## src/keypress_switch_defs.vh

```
`ifndef KEYPRESS_SWITCH_DEFS_VH
`define KEYPRESS_SWITCH_DEFS_VH

// ----------------------------------------------------------------
// Register offsets
// ----------------------------------------------------------------
`define ADDR_KEY_SET_A      8'h05
`define ADDR_KEY_SET_B      8'h06
`define ADDR_FET_SW_CTRL    8'h07
`define ADDR_MATRIX_SW_CTRL 8'h08

// ----------------------------------------------------------------
// Field positions
// ----------------------------------------------------------------
`define KEY_DETECT_EN_BIT   2
`define RAW_MODE_EN_BIT     1
`define ADC_TRIGGER_BIT     0
`define BIAS_SEL_HI         5
`define BIAS_SEL_LO         3
`define REL_DEB_BIT         2
`define PRESS_DEB_HI        1
`define PRESS_DEB_LO        0

// ----------------------------------------------------------------
// Writable masks and reset values
// ----------------------------------------------------------------
`define MASK_KEY_SET_A      8'h07
`define MASK_KEY_SET_B      8'h3F
`define MASK_FET_SW         8'h3F
`define MASK_MATRIX_SW      8'h0F
`define RST_KEY_SET_A       8'h00
`define RST_KEY_SET_B       8'h0E
`define RST_FET_SW          8'h00
`define RST_MATRIX_SW       8'h00

// ----------------------------------------------------------------
// Timing: debounce times in microseconds, clock at 100 MHz
// ----------------------------------------------------------------
`define CLK_MHZ             100
`define DEB_2MS_US          2000
`define DEB_20MS_US         20000
`define DEB_40MS_US         40000
`define DEB_80MS_US         80000
`define DEB_120MS_US        120000
`define US_TO_CYC(us)       ((us) * `CLK_MHZ)
// Same times as 24-bit timer loads, so no bits are cut at the timer port
`define DEB_2MS_CYC         24'h030D40
`define DEB_20MS_CYC        24'h1E8480
`define DEB_40MS_CYC        24'h3D0900
`define DEB_80MS_CYC        24'h7A1200
`define DEB_120MS_CYC       24'hB71B00

`endif

```

## src/debounce_timer.v

```verilog
`timescale 1ns/100ps
// Counts down a loaded cycle count and pulses done at expiry
module debounce_timer
(
	input  wire        clk,
	input  wire        rst_b,
	input  wire        start,
	input  wire [23:0] load_cycles,
	output reg         done
);
	reg [23:0] cnt_q;
	reg        run_q;

	// ----------------------------------------------------------------
	// Down counter
	// ----------------------------------------------------------------
	// Restart on start; a start mid-run reloads the count
	always @(posedge clk)
	begin
		if (!rst_b)
		begin
			cnt_q <= 24'h000000;
			run_q <= 1'b0;
			done  <= 1'b0;
		end
		else
		begin
			done <= 1'b0;
			if (start)
			begin
				cnt_q <= load_cycles;
				run_q <= 1'b1;
			end
			else if (run_q)
			begin
				if (cnt_q <= 24'h000001)
				begin
					run_q <= 1'b0;
					done  <= 1'b1;
				end
				else
					cnt_q <= cnt_q - 24'h000001;
			end
		end
	end
endmodule

```

## src/sync_two_ff.v

```verilog
`timescale 1ns/100ps
// Two flip-flop synchroniser for a pin level
module sync_two_ff
(
	input  wire clk,
	input  wire rst_b,
	input  wire d,
	output reg  q
);
	reg meta_q;

	// ----------------------------------------------------------------
	// Synchroniser chain
	// ----------------------------------------------------------------
	// First stage feeds only the second stage
	always @(posedge clk)
	begin
		if (!rst_b)
		begin
			meta_q <= 1'b0;
			q      <= 1'b0;
		end
		else
		begin
			meta_q <= d;
			q      <= meta_q;
		end
	end
endmodule

```

## src/keypress_and_switch_control_regs.v

```verilog
`timescale 1ns/100ps
`include "keypress_switch_defs.vh"
module keypress_and_switch_control_regs
(
	input  wire       CLK,
	input  wire       RST_B,
	input  wire       REG_WR,
	input  wire       REG_RD,
	input  wire [7:0] REG_ADDR,
	input  wire [7:0] REG_WDATA,
	output reg  [7:0] REG_RDATA,
	input  wire       MANUAL_SW_EN,
	input  wire       ACCESSORY_REMOVED,
	input  wire [5:0] AUTO_FET_SW,
	input  wire [3:0] AUTO_MATRIX_SW,
	input  wire       KEY_LEVEL,
	input  wire       ADC_DONE,
	input  wire [6:0] ADC_RESULT,
	output reg        ADC_START,
	output reg        ADC_COMPLETE_EVENT,
	output reg  [7:0] ADC_OUTPUT,
	output reg        KEY_PRESS_EVENT,
	output reg        KEY_RELEASE_EVENT,
	output reg        KEY_DETECT_ACTIVE,
	output reg        RAW_MODE_ACTIVE,
	output reg  [2:0] BIAS_VOLTAGE_SELECT,
	output reg        SLEEVE_GROUND_SWITCH,
	output reg        RING_TWO_GROUND_SWITCH,
	output reg        SLEEVE_DEPLETION_SWITCH,
	output reg        RING_TWO_DEPLETION_SWITCH,
	output reg        SIGNAL_SWITCH_2,
	output reg        SIGNAL_SWITCH_1,
	output reg        MATRIX_PATH_PS_SWITCH,
	output reg        MATRIX_PATH_PR_SWITCH,
	output reg        MATRIX_PATH_GS_SWITCH,
	output reg        MATRIX_PATH_GR_SWITCH
);

	// ----------------------------------------------------------------
	// Key sequencer states
	// ----------------------------------------------------------------
	localparam [1:0] ST_IDLE     = 2'b00;
	localparam [1:0] ST_PRESS    = 2'b01;
	localparam [1:0] ST_HELD     = 2'b10;
	localparam [1:0] ST_RELEASE  = 2'b11;

	reg  [7:0]  key_set_a_q;
	reg  [7:0]  key_set_b_q;
	reg  [7:0]  fet_sw_q;
	reg  [7:0]  matrix_sw_q;
	reg  [7:0]  key_set_a_d;
	reg         conv_busy_q;
	reg  [1:0]  state_q;
	reg  [1:0]  state_d;
	reg         tmr_start;
	reg  [23:0] tmr_load;
	wire        tmr_done;
	wire        key_sync;
	wire        manual_sync;
	wire        removed_sync;
	wire        detect_en;
	wire        raw_en;
	wire        wr_a;

	// Press debounce cycles for a code; nominal values, inside tolerance
	function [23:0] press_cycles;
		input [1:0] code;
		begin
			case (code)
				2'b00:   press_cycles = `DEB_2MS_CYC;
				2'b01:   press_cycles = `DEB_40MS_CYC;
				2'b10:   press_cycles = `DEB_80MS_CYC;
				default: press_cycles = `DEB_120MS_CYC;
			endcase
		end
	endfunction

	// Register map read decode with reserved bits forced to zero
	function [7:0] read_mux;
		input [7:0] addr;
		input [7:0] a;
		input [7:0] b;
		input [7:0] f;
		input [7:0] m;
		begin
			case (addr)
				`ADDR_KEY_SET_A:      read_mux = a & `MASK_KEY_SET_A;
				`ADDR_KEY_SET_B:      read_mux = b & `MASK_KEY_SET_B;
				`ADDR_FET_SW_CTRL:    read_mux = f & `MASK_FET_SW;
				`ADDR_MATRIX_SW_CTRL: read_mux = m & `MASK_MATRIX_SW;
				default:              read_mux = 8'h00;
			endcase
		end
	endfunction

	// ----------------------------------------------------------------
	// Pin synchronisers
	// ----------------------------------------------------------------
	sync_two_ff u_sync_key
	(
		.clk   (CLK),
		.rst_b (RST_B),
		.d     (KEY_LEVEL),
		.q     (key_sync)
	);

	sync_two_ff u_sync_manual
	(
		.clk   (CLK),
		.rst_b (RST_B),
		.d     (MANUAL_SW_EN),
		.q     (manual_sync)
	);

	sync_two_ff u_sync_removed
	(
		.clk   (CLK),
		.rst_b (RST_B),
		.d     (ACCESSORY_REMOVED),
		.q     (removed_sync)
	);

	assign detect_en = key_set_a_q[`KEY_DETECT_EN_BIT];
	assign raw_en    = key_set_a_q[`RAW_MODE_EN_BIT];
	assign wr_a      = REG_WR && (REG_ADDR == `ADDR_KEY_SET_A);

	// ----------------------------------------------------------------
	// First key settings register next value
	// ----------------------------------------------------------------
	// Removal wins over a host write; a fresh trigger wins over the done clear
	always @*
	begin
		key_set_a_d = key_set_a_q;
		if (conv_busy_q && ADC_DONE)
			key_set_a_d[`ADC_TRIGGER_BIT] = 1'b0;
		if (wr_a)
		begin
			key_set_a_d = REG_WDATA & `MASK_KEY_SET_A;
			// Trigger only sticks when both enables end up set
			if (!(REG_WDATA[`KEY_DETECT_EN_BIT] && REG_WDATA[`RAW_MODE_EN_BIT]))
				key_set_a_d[`ADC_TRIGGER_BIT] = 1'b0;
			if (!REG_WDATA[`KEY_DETECT_EN_BIT])
				key_set_a_d[`RAW_MODE_EN_BIT] = 1'b0;
			// A running conversion keeps its trigger bit until done
			if (conv_busy_q && !ADC_DONE)
				key_set_a_d[`ADC_TRIGGER_BIT] = 1'b1;
		end
		if (removed_sync)
		begin
			key_set_a_d[`KEY_DETECT_EN_BIT] = 1'b0;
			key_set_a_d[`RAW_MODE_EN_BIT]   = 1'b0;
			if (!conv_busy_q)
				key_set_a_d[`ADC_TRIGGER_BIT] = 1'b0;
		end
	end

	// ----------------------------------------------------------------
	// Register file
	// ----------------------------------------------------------------
	always @(posedge CLK)
	begin
		if (!RST_B)
		begin
			key_set_a_q <= `RST_KEY_SET_A;
			key_set_b_q <= `RST_KEY_SET_B;
			fet_sw_q    <= `RST_FET_SW;
			matrix_sw_q <= `RST_MATRIX_SW;
			REG_RDATA   <= 8'h00;
		end
		else
		begin
			key_set_a_q <= key_set_a_d;
			if (REG_WR && REG_ADDR == `ADDR_KEY_SET_B)
				key_set_b_q <= REG_WDATA & `MASK_KEY_SET_B;
			if (REG_WR && REG_ADDR == `ADDR_FET_SW_CTRL)
				fet_sw_q <= REG_WDATA & `MASK_FET_SW;
			if (REG_WR && REG_ADDR == `ADDR_MATRIX_SW_CTRL)
				matrix_sw_q <= REG_WDATA & `MASK_MATRIX_SW;
			if (REG_RD)
				REG_RDATA <= read_mux(REG_ADDR, key_set_a_q, key_set_b_q,
					fet_sw_q, matrix_sw_q);
		end
	end

	// ----------------------------------------------------------------
	// Manual ADC conversion
	// ----------------------------------------------------------------
	// Completion event ignores whether the host serviced the last one
	always @(posedge CLK)
	begin
		if (!RST_B)
		begin
			conv_busy_q        <= 1'b0;
			ADC_START          <= 1'b0;
			ADC_COMPLETE_EVENT <= 1'b0;
			ADC_OUTPUT         <= 8'h00;
		end
		else
		begin
			ADC_START          <= 1'b0;
			ADC_COMPLETE_EVENT <= 1'b0;
			if (conv_busy_q && ADC_DONE)
			begin
				conv_busy_q        <= 1'b0;
				ADC_COMPLETE_EVENT <= 1'b1;
				ADC_OUTPUT         <= {ADC_RESULT, 1'b0};
			end
			else if (!conv_busy_q && key_set_a_d[`ADC_TRIGGER_BIT] && !removed_sync)
			begin
				conv_busy_q <= 1'b1;
				ADC_START   <= 1'b1;
			end
			else if (state_q == ST_PRESS && key_sync && tmr_done && raw_en)
				ADC_OUTPUT <= {ADC_RESULT, 1'b0};
		end
	end

	// ----------------------------------------------------------------
	// Key press and release sequencer
	// ----------------------------------------------------------------
	// Raw mode only makes a debounced press latch ADC_RESULT into ADC_OUTPUT; interrupt contents live elsewhere
	always @*
	begin
		state_d   = state_q;
		tmr_start = 1'b0;
		tmr_load  = press_cycles(key_set_b_q[`PRESS_DEB_HI:`PRESS_DEB_LO]);
		case (state_q)
			ST_IDLE:
				if (detect_en && key_sync)
				begin
					state_d   = ST_PRESS;
					tmr_start = 1'b1;
				end
			ST_PRESS:
				if (!key_sync)
					state_d = ST_IDLE;
				else if (tmr_done)
					state_d = ST_HELD;
			ST_HELD:
				if (!key_sync)
				begin
					state_d   = ST_RELEASE;
					tmr_start = 1'b1;
					tmr_load  = key_set_b_q[`REL_DEB_BIT] ? `DEB_20MS_CYC
						: `DEB_2MS_CYC;
				end
			ST_RELEASE:
				if (key_sync)
					state_d = ST_HELD;
				else if (tmr_done)
					state_d = ST_IDLE;
			default:
				state_d = ST_IDLE;
		endcase
		if (!detect_en)
			state_d = ST_IDLE;
	end

	debounce_timer u_debounce
	(
		.clk         (CLK),
		.rst_b       (RST_B),
		.start       (tmr_start),
		.load_cycles (tmr_load),
		.done        (tmr_done)
	);

	// State register and event pulses
	always @(posedge CLK)
	begin
		if (!RST_B)
		begin
			state_q           <= ST_IDLE;
			KEY_PRESS_EVENT   <= 1'b0;
			KEY_RELEASE_EVENT <= 1'b0;
		end
		else
		begin
			state_q           <= state_d;
			KEY_PRESS_EVENT   <= (state_q == ST_PRESS) && key_sync && tmr_done
				&& detect_en;
			KEY_RELEASE_EVENT <= (state_q == ST_RELEASE) && !key_sync && tmr_done
				&& detect_en;
		end
	end

	// ----------------------------------------------------------------
	// Switch drive
	// ----------------------------------------------------------------
	// Switch registers only matter in manual mode; otherwise automatic values pass
	always @(posedge CLK)
	begin
		if (!RST_B)
		begin
			KEY_DETECT_ACTIVE         <= 1'b0;
			RAW_MODE_ACTIVE           <= 1'b0;
			BIAS_VOLTAGE_SELECT       <= 3'h1;
			SLEEVE_GROUND_SWITCH      <= 1'b0;
			RING_TWO_GROUND_SWITCH    <= 1'b0;
			SLEEVE_DEPLETION_SWITCH   <= 1'b0;
			RING_TWO_DEPLETION_SWITCH <= 1'b0;
			SIGNAL_SWITCH_2           <= 1'b0;
			SIGNAL_SWITCH_1           <= 1'b0;
			MATRIX_PATH_PS_SWITCH     <= 1'b0;
			MATRIX_PATH_PR_SWITCH     <= 1'b0;
			MATRIX_PATH_GS_SWITCH     <= 1'b0;
			MATRIX_PATH_GR_SWITCH     <= 1'b0;
		end
		else
		begin
			KEY_DETECT_ACTIVE   <= detect_en;
			RAW_MODE_ACTIVE     <= raw_en;
			BIAS_VOLTAGE_SELECT <= key_set_b_q[`BIAS_SEL_HI:`BIAS_SEL_LO];
			if (manual_sync)
			begin
				SLEEVE_GROUND_SWITCH      <= fet_sw_q[5];
				RING_TWO_GROUND_SWITCH    <= fet_sw_q[4];
				SLEEVE_DEPLETION_SWITCH   <= fet_sw_q[3];
				RING_TWO_DEPLETION_SWITCH <= fet_sw_q[2];
				SIGNAL_SWITCH_2           <= fet_sw_q[1];
				SIGNAL_SWITCH_1           <= fet_sw_q[0];
				MATRIX_PATH_PS_SWITCH     <= matrix_sw_q[3];
				MATRIX_PATH_PR_SWITCH     <= matrix_sw_q[2];
				MATRIX_PATH_GS_SWITCH     <= matrix_sw_q[1];
				MATRIX_PATH_GR_SWITCH     <= matrix_sw_q[0];
			end
			else
			begin
				SLEEVE_GROUND_SWITCH      <= AUTO_FET_SW[5];
				RING_TWO_GROUND_SWITCH    <= AUTO_FET_SW[4];
				SLEEVE_DEPLETION_SWITCH   <= AUTO_FET_SW[3];
				RING_TWO_DEPLETION_SWITCH <= AUTO_FET_SW[2];
				SIGNAL_SWITCH_2           <= AUTO_FET_SW[1];
				SIGNAL_SWITCH_1           <= AUTO_FET_SW[0];
				MATRIX_PATH_PS_SWITCH     <= AUTO_MATRIX_SW[3];
				MATRIX_PATH_PR_SWITCH     <= AUTO_MATRIX_SW[2];
				MATRIX_PATH_GS_SWITCH     <= AUTO_MATRIX_SW[1];
				MATRIX_PATH_GR_SWITCH     <= AUTO_MATRIX_SW[0];
			end
		end
	end
endmodule

```

## config.mk

```make
export PLATFORM = sky130hd
export DESIGN_NAME = keypress_and_switch_control_regs
export DESIGN_NICKNAME = d
export VERILOG_FILES = /design/src/debounce_timer.v /design/src/sync_two_ff.v /design/src/keypress_and_switch_control_regs.v
export VERILOG_INCLUDE_DIRS = /design/src /design/src/src
export SDC_FILE = /design/constraint.sdc
export NUM_CORES = 1
export LEC_CHECK = 0
export ABC_AREA = 1
export BUFFER_PORTS_ARGS = -buffer_cell sky130_fd_sc_hd__buf_2
export CORE_ASPECT_RATIO = 1.4
export CORE_UTILIZATION = 58
export CTS_BUF_LIST = sky130_fd_sc_hd__clkbuf_8
export CTS_CLUSTER_SIZE = 30
export DETAILED_ROUTE_END_ITERATION = 16
export PLACE_DENSITY = 0.84
export SLEW_MARGIN = 20
export SYNTH_ARGS = -nofsm -noshare
export SYNTH_HDL_FRONTEND = slang
export SYNTH_SLANG_ARGS = --single-unit
```

## constraint.sdc

```tcl
create_clock -name CLK -period 1.9 [get_ports CLK]
set_input_delay 0.285 -clock CLK [delete_from_list [all_inputs] [get_ports CLK]]
set_output_delay 0.285 -clock CLK [all_outputs]
set_load 0.05 [all_outputs]
```

==> run metrics, run 1 <==
CTS tree=built; DRT Wirelength=~9600 um; GPL Wtd Cong=0.913; Max Freq=558 MHz; final hold violations=0; non-filler instance count after layout=757; startpoint types=register; vias in the first global route=approximately 3800; grt ovf=0; Worst Setup End Kind=register; Final setup violation count=0; root buf cell=clkbuf_8; CP max FO=8; most frequent cells in the layout=nand2_1, nor2_1, dfxtp_1; Final ANT Viol Nets=0; CTS Buf Count=9; #FFs+latches synth=between 80 and 90; Tot Pwr=roughly 3.4 mW; register area=~1700 um2; commonest non-fill, non-tap cell in the layout=nand2_1; Area contributors post-synth=dfxtp_1, nand2_1, nor2_1; Clock Sinks=86; Post-Syn Area per Cell=~7 um2; area of the multi-input gates=about 2100 um2; Area growth syn-to-layout=15.8%; Synth area leader=dfxtp_1; Max VDD drop=slightly above 0.7 mV; Tcrit/Tclk final=0.943; port bufs=70; Die H=roughly 100 um; DRC=0; Worst EP arrival=around 2000 ps; Die W=between 70 and 80 um; leakage=between 2 and 2.5 nW; H-Tree Depth=3; via density per instance=between 5 and 6; Boundary Pins=76; Fillers=slightly below 600; number of diodes=0; skew final=13.2 ps; Worst-Margin Slew=roughly 560 ps; Initial DRC Count=~340; PD cells=roughly 700 nW/um2; Slew HR=0.626; RSZ-0062 raised after global routing=no; Die ar.=7530 um2; max-slew violation count=0; number of distinct library cells after synthesis=39; Final TNS setup=0 ps; share of layout cells above drive strength 1=0.189; total number of vias=a little under 4000; largest net degree at the start of global routing=63; cell area after synthesis=4170 um2; Hold Path Class=in -> reg; wire length of the first global-routing pass=approximately 16000 um; Critical Path RT=roughly 2200 ps; Worst-Skew Late Latency=about 370 ps; Setup CP Type=reg -> reg; yosys synthesis warning count=0; antenna violations before repair=0; Mapped Cells=around 600; DR WL/cell=around 13 um; register area share after synthesis=0.413; status=completed; max cap viols=0; Core Rows=36; post-route minimum period=1790 ps; Final nets=around 710; Total GRT Usage=0.277; CTS Hold Bufs=0; clock transition at the registers of the reported paths=around 90 ps; Synth top area share=0.413; CTS Buffer Depth=2; Starting Density=0.601; TritonRoute pass-1 iters=4; placed cells=roughly 740; CORE AREA=6940 um2; placed wire-length estimate=7130 um
-- final cells by class --
| cell class | instances | share of cell area |
|---|---|---|
| Multi-Input combinational cell | 408 | 0.426 |
| Clock inverter | 5 | 0.0122 |
| Timing Repair Buffer | 78 | 0.0902 |
| Clock buffer | 11 | 0.0314 |
| Sequential cell | 86 | 0.357 |
| Tap cell | 95 | 0.0246 |
| Inverter | 74 | 0.0591 |
-- flip-flops by register name, summed over array words and instances (netlist names), 3 cells and up, named ones only --
signal               count
BIAS_VOLTAGE_SELECT      3
fet_sw_q                 6
ADC_OUTPUT               7
key_set_b_q              6
u_debounce.cnt_q        24
REG_RDATA                6
key_set_a_q              3
matrix_sw_q              4
-- cell usage after synthesis, drive strengths merged --
cell type	n
nand2	102
nor2	99
dfxtp	86
inv	73
o21ai	64
a21oi	52
nand3	38
buf	10
clkbuf	10
ha	9
nor3	9
nand4	7
nor3b	4
o211ai	4
or2	4
xnor2	3
xor2	3
o22ai	2
a211oi	1
a21boi	1
and2	1
clkinv	1
conb	1
nand3b	1
o21bai	1
-- stage by stage --
stage | utilization | cell area, um2 | hold slack, ps | worst slack (ps)
floorplan | - | 4180 | 383 | 417
global placement | 0.664 | 4600 | 393 | 183
CTS | 0.694 | 4810 | 78.2 | 104
global route | 0.696 | 4830 | 91.7 | 0.480
detailed placement | 0.664 | 4600 | 403 | 128
finish | 0.696 | 4830 | 94.5 | 108
-- path summary, 6_finish.rpt --
check | start | end | slack [ps] | cells after the start
max reg2reg | u_debounce.cnt_q[6] | u_debounce.cnt_q[1] | 110 | 9
max | u_debounce.cnt_q[6] | u_debounce.cnt_q[1] | 110 | 9
min reg2reg | u_sync_key.meta_q | u_sync_key.q | 430 | 2
min | ACCESSORY_REMOVED | u_sync_removed.meta_q | 90 | 3
-- power breakdown --
part           internal (mW)  switching (mW)  leakage (nW)
clock                  0.679           0.663         0.107
sequential              1.82          0.0105         0.697
combinational         0.0652           0.155          1.53
-- what timing repair did --
item / 4_1_cts / 5_1_grt
hold endpoints to repair: 0 / 0
endpoints found under the setup margin: 0 / 5
buffers inserted: 0 / 0
resized for setup: 0 / 3
-- critical path: stages, from the launching register on --
cell,delay (ps)
dfxtp_1,350
nor2_1,250
nand3_1,140
nor2_1,150
nand3_2,120
nand2_4,90
buf_4,160
clkinvlp_4,160
o21ai_0,190
a21oi_1,60
-- metal layers --
layer | up-vias | global-route usage | share of wire
met5 | - | 0 | 0
met4 | 0 | 0.155 | 0.030
met3 | 24 | 0.0592 | 0.043
met2 | 113 | 0.491 | 0.53
met1 | 1804 | 0.300 | 0.40
li1 | 2022 | - | -
-- logic make-up after synthesis --
kind of cell               count (synthesis)  share of synthesized area
xor gates and xnor gates                   6                     0.0126
DFF                                       86                      0.413
buffers and inverters                     94                     0.0970
AOI/OAI and AO/OA                        125                      0.155
and+or+nand+nor                          265                      0.295
adders and majority gates                  9                     0.0270
other                                      1                   0.000900
(Power assumes the default switching activity.)
==> run 2, diff against run 1 <==
- ABC_AREA: 1 -> not set
- CORE_UTILIZATION: 58 -> 57
- PLACE_DENSITY: 0.84 -> 0.83
==> run metrics, run 2 <==
GPL Wtd Cong=0.934 (+2.3%); register area share after synthesis=0.438 (+0.0253); Critical Path RT=2150 ps (about the same); status=complete, but fails checks; Max VDD drop=0.757 mV (+7.1%); DRT Wirelength=11700 um (+22%); area of placed instances=4890 um2 (+6.2%); grt ovf=0 (unchanged); via density per instance=5.92 (+13%); placed wire-length estimate=8290 um (+16%); Post-Syn Area per Cell=8.52 um2 (+20%); Final setup violation count=26 (+26); startpoint types=register; Synth top cells by count=dfxtp_1, nand2_1, nor2_1, nand3_1, a21oi_1; #FFs+latches synth=86 (unchanged); skew final=9.75 ps (-3.42 ps); Tcrit/Tclk final=1.32 (+0.377); Clock Sinks=86 (unchanged); CTS Hold Bufs=0 (unchanged); Worst Setup End Kind=register; Largest Register=u_debounce.cnt_q; Total GRT Usage=0.339 (+0.0621); largest family of logic cells by synthesized area=simple AND/OR/NAND/NOR gates; Synth Area in Simple Gates=0.245 (-0.0492); non-filler instance count after layout=690 (-8.9%); Mapped Cells=461 (-21%); CP cell instances=or4_4, or4_4, o41a_1, buf_4, a21boi_4, o21ai_2, a2111oi_2; Worst-Skew Late Latency=370 ps (about the same); top flop regs=u_debounce.cnt_q x24, ADC_OUTPUT x7; Synth area leader=dfxtp_1; max cap viols=0 (unchanged); DRC=0 (unchanged); number of distinct library cells after synthesis=61 (+56%); most instantiated library cell after synthesis=dfxtp_1; worst setup margin=-609 ps (-717 ps); CP max stage delay=530 ps (+180 ps); Core Rows=35 (-2.8%); Worst EP arrival=2760 ps (+710 ps); CP top delay family=simple AND/OR/NAND/NOR gates; final hold violations=0 (unchanged); Setup CP Type=reg -> reg; post-route minimum period=2510 ps (+717 ps); Boundary Pins=76 (unchanged); commonest non-fill, non-tap cell in the layout=dfxtp_1; DR WL/cell=17.0 um (+34%); Post-synth EDFFs=0 (unchanged); Sequential Power Share=0.501 (-0.039); async set-or-reset flop fraction in the synthesized netlist=0 (unchanged); top_reg_cell synth=dfxtp_1; final hold slack=123 ps (+28.1 ps); CORE AREA=6610 um2 (-4.7%); Slew HR=0.480 (-0.145); Synth Area in Adders=0.0287 (+0.00165); largest net degree at the start of global routing=24 (-62%); Final ANT Viol Nets=0 (unchanged); max-slew violation count=0 (unchanged); Starting Density=0.594 (-0.00688); Comb pwr share=0.060 (-0.005); yosys synthesis warning count=0 (unchanged); Tot Pwr=3.65 mW (+7.6%); Initial DRC Count=268 (-20%); antenna violations before repair=0 (unchanged); fraction of the mapped netlist area in compound gates=0.176 (+0.0213); number of diodes=0 (unchanged); Synth Area in XOR/XNOR=0.0201 (+0.00746); root buf cell=clkbuf_8; share of layout cells above drive strength 1=0.324 (+0.136); CP max stage cell=or4_4; CTS Buffer Depth=2 (unchanged); Fillers=433 (-26%); post-synthesis mux area share=0.0436 (+0.0436); clock transition at the registers of the reported paths=90 ps (about the same); most used cell, CP=or4_4; Worst-Margin Slew=777 ps (+216 ps); PD cells=700 nW/um2 (-0.46%); RSZ-0062 raised after global routing=yes; Die ar.=7230 um2 (-4.0%); failing checks=negative setup slack; Hold Path Class=in -> reg; Final nets=643 (-9.1%); CTS Buf Count=9 (unchanged); placed cells=671 (-9.4%); wire length of the first global-routing pass=19000 um (+18%); Clk pwr share=0.439 (+0.044); leakage=2.30 nW (-1.3%); port bufs=70 (unchanged); H-Tree Depth=3 (unchanged); Switching Power=0.867 mW (+4.7%); total number of vias=4082 (+3.0%); CTS tree=built; Synth top area share=0.438 (+0.0253); Largest register FFs=24 (unchanged); P_int=2.79 mW (+8.5%); worst path bufs/invs=1 (-1); vias in the first global route=4142 (+9.5%); switching share of power=0.237 (-0.00655); Final Cell Area=5220 um2 (+8.1%); Max Freq=399 MHz (-29%); CP max FO=3 (-5); Area contributors post-synth=dfxtp_1, nand2_1, nor2_1; Die H=100 um (-2.0%); Die W=72.2 um (-2.0%); most frequent cells in the layout=dfxtp_1, buf_4, buf_2; Area growth syn-to-layout=32.8%; TritonRoute pass-1 iters=6 (+2); cell area after synthesis=3930 um2 (-5.8%)
## run 2: cell types whose count changed after synthesis, sizes merged, moves of 5 or more
| cell | previous run | this run |
|---|---|---|
| clkbuf | 10 | 20 |
| a21oi | 52 | 27 |
| nand2b | 0 | 5 |
| and2 | 1 | 12 |
| nor2 | 99 | 51 |
| nor4 | 0 | 10 |
| nand2 | 102 | 52 |
| inv | 73 | 15 |
| mux2i | 0 | 16 |
| a211oi | 1 | 7 |
| a21o | 0 | 5 |
| o21ai | 64 | 17 |
## run 2: final timing paths
kind                                            start              endpoint  slack, ps  depth (start not counted)
worst max-delay path             u_debounce.cnt_q[18]   u_debounce.cnt_q[8]       -610                          7
worst min-delay path                     MANUAL_SW_EN  u_sync_manual.meta_q        120                          2
worst max register to register   u_debounce.cnt_q[18]   u_debounce.cnt_q[8]       -610                          7
worst min register to register  u_sync_removed.meta_q      u_sync_removed.q        450                          1
## run 2: area by class of cell
type	count	area (um2)	share of cell area
clock buffer	9	124	0.0237
clock inverter	7	128	0.0245
inverter	16	60.1	0.0115
multi-input combinational	334	2130	0.409
sequential	86	1720	0.330
tap	92	115	0.0221
timing repair buffer	146	932	0.179
## run 2: metal layers
layer | up-vias | global-route usage | share of wire
li1 | 1902 | - | -
met5 | - | 0 | 0
met3 | 61 | 0.0643 | 0.050
met4 | 0 | 0.210 | 0.051
met1 | 1924 | 0.339 | 0.36
met2 | 195 | 0.629 | 0.54
## run 2: what timing repair did
action                     CTS  global route
setup buffers                3             0
resized for setup           10             2
setup endpoints to repair   26            26
pin swaps                    9             2
## run 2: logic make-up (layout without fill, tap and decap cells)
| family | after synthesis | in the layout |
|---|---|---|
| compound gates | 97 | 97 |
| xor+xnor | 9 | 9 |
| fa+ha+maj | 9 | 9 |
| simple gates | 199 | 199 |
| mux | 17 | 17 |
| other cells | 1 | 3 |
| flops | 86 | 86 |
| buf+inv | 43 | 178 |
## run 2: stage by stage
stage,setup TNS (ps),setup slack [ps],utilization
after global routing,-13680,-657,0.789
after CTS,-12390,-621,0.788
final,-12070,-609,0.789
after detailed placement,-17900,-682,0.739
after global placement,-14650,-610,0.739
after floorplan,-14090,-675,-
## run 2: power by group through the flow
stage	Clock, mW	Sequential (mW)	Combinational [mW]
finish	1.61	1.83	0.218
floorplan	0	1.91	0.0853
global placement	0	1.87	0.207
global route	1.68	1.83	0.232
CTS	1.61	1.83	0.216
detailed placement	0	1.87	0.213
## run 2: worst reg2reg max path, delay by kind of cell (launching register included)
| kind | cells | cell delay (ps) |
|---|---|---|
| buffers and inverters | 1 | 170 |
| AND/OR/NAND/NOR | 2 | 960 |
| AO/OA/AOI/OAI | 4 | 960 |
| flip-flops | 1 | 320 |
==> run 3, diff against run 2 <==
- SKIP_CTS_REPAIR_TIMING: not set -> 1
==> run metrics, run 3 (synthesis gave the netlist of run 2 again) <==
Worst-Margin Slew=724 ps (-52.7 ps); Setup CP Type=reg -> reg; hold path endpoint=u_sync_manual.meta_q; Place WS=-682 ps (unchanged); Worst-Skew Late Latency=370 ps (about the same); FF-to-FF Start=u_debounce.cnt_q[18]; top flop regs=u_debounce.cnt_q x24, ADC_OUTPUT x7; Largest register FFs=24 (unchanged); failing checks=negative setup slack; most frequent cells in the layout=dfxtp_1, buf_4, buf_2; Slew HR=0.516 (+0.0353); Core Rows=35 (unchanged); CP cell instances=or4_4, or4_4, o41a_1, buf_4, a21boi_4, o21ai_2, a2111oi_2; Critical Path RT=2140 ps (about the same); Hold Path Origin=MANUAL_SW_EN; CP max FO=3 (unchanged); r2r endpoint=u_debounce.cnt_q[8]; clock transition at the registers of the reported paths=100 ps (about the same); Stages on worst setup path=7 (unchanged); Final TNS setup=-12580 ps (-516 ps); TritonRoute pass-1 iters=7 (+1); CTS Buf Count=9 (unchanged); Final setup violation count=26 (unchanged); antenna violations before repair=0 (unchanged); Boundary Pins=76 (unchanged); GPL Wtd Cong=0.934 (unchanged); root buf cell=clkbuf_8; wire length of the first global-routing pass=18400 um (-2.8%); Die ar.=7230 um2 (unchanged); RSZ-0062 raised after global routing=yes; DRC=0 (unchanged); R2R depth=7 (unchanged); max-slew violation count=0 (unchanged); H-Tree Depth=3 (unchanged); PD cells=701 nW/um2 (+0.11%); Hold Path Depth=2 (unchanged); non-filler instance count after layout=689 (-0.14%); Initial DRC Count=336 (+25%); port bufs=70 (unchanged); max cap viols=0 (unchanged); worst path bufs/invs=1 (unchanged); Clock Sinks=86 (unchanged); Hold Path Class=in -> reg; largest net degree at the start of global routing=24 (unchanged); Largest Register=u_debounce.cnt_q; leakage=2.29 nW (-0.25%); Total GRT Usage=0.329 (-0.00946); CTS tree=built; CTS Buffer Depth=2 (unchanged); CP max stage delay=530 ps (about the same); Die W=72.2 um (unchanged); Tcrit/Tclk final=1.36 (+0.0389); Tot Pwr=3.64 mW (-0.22%); register area=1720 um2 (unchanged); Worst EP arrival=2830 ps (+70 ps); via density per instance=5.85 (-1.2%); Fillers=441 (+1.8%); skew final=11.2 ps (+1.48 ps); share of layout cells above drive strength 1=0.322 (-0.00281); startpoint types=register; DR WL/cell=16.9 um (-0.55%); worst setup margin=-682 ps (-73.8 ps); Max Freq=387 MHz (-2.9%); Die H=100 um (unchanged); Worst Setup End Kind=register; Final nets=642 (-0.16%); Area growth syn-to-layout=32.4%; area of the multi-input gates=2130 um2 (-0.12%); Max VDD drop=0.746 mV (-1.4%); commonest non-fill, non-tap cell in the layout=dfxtp_1; Reg2Reg Setup Slack=-680 ps (-70 ps); number of diodes=0 (unchanged); grt ovf=0 (unchanged); final hold violations=0 (unchanged); placed wire-length estimate=8290 um (unchanged); CP max stage cell=or4_4; most used cell, CP=or4_4; CORE AREA=6610 um2 (unchanged); CP top delay family=compound AO/OA/AOI/OAI gates; final core occ=0.786 (-0.00265); placed cells=671 (unchanged); status=complete, but fails checks; Starting Density=0.594 (unchanged); post-route minimum period=2580 ps (+73.8 ps); DRT Wirelength=11700 um (-0.69%); Final ANT Viol Nets=0 (unchanged); total number of vias=4028 (-1.3%); vias in the first global route=4101 (-0.99%)
==> run 3: worst max-delay path by stage <==
stage                         start              endpoint  slack (ps)
2_1_floorplan  u_debounce.cnt_q[18]  u_debounce.cnt_q[21]        -670
3_3_place_gp   u_debounce.cnt_q[18]   u_debounce.cnt_q[4]        -610
3_5_place_dp   u_debounce.cnt_q[18]  u_debounce.cnt_q[16]        -680
4_1_cts        u_debounce.cnt_q[18]   u_debounce.cnt_q[8]        -730
5_1_grt        u_debounce.cnt_q[18]  u_debounce.cnt_q[16]        -690
6_report       u_debounce.cnt_q[18]   u_debounce.cnt_q[8]        -680
==> run 3: layout make-up <==
type	instances	share of cell area
multi-input combinational	334	0.410
inverter	16	0.0116
sequential	86	0.331
tap	92	0.0221
clock inverter	7	0.0245
clock buffer	9	0.0238
timing repair buffer	145	0.176
==> run 3: power by group <==
group,internal (mW),switching (mW),leakage (nW)
clock,0.894,0.703,0.126
sequential,1.82,0.0104,0.697
combinational,0.0717,0.146,1.47
total,2.78,0.859,2.29
==> run 3: stage by stage <==
step                hold slack (ps)  instance area, um2
floorplan                       386                4020
global placement                416                4890
detailed placement              428                4890
CTS                             113                5140
global route                    110                5200
finish                          119                5200
==> run 3: routing by layer <==
metal | wire, um | share of wire | vias to the layer above | GRT usage
met5 | 0 | 0 | - | 0
met4 | 654 | 0.056 | 0 | 0.214
met3 | 540 | 0.046 | 61 | 0.0663
met2 | 6220 | 0.53 | 169 | 0.615
met1 | 4240 | 0.36 | 1894 | 0.320
li1 | - | - | 1904 | -
==> run 3: worst reg2reg max path, cell delays in order (launching register included) <==
cell and delay (ps):
dfxtp_1 320, or4_4 530, or4_4 430, o41a_1 470, buf_4 160, a21boi_4 140
o21ai_2 80, a2111oi_2 330
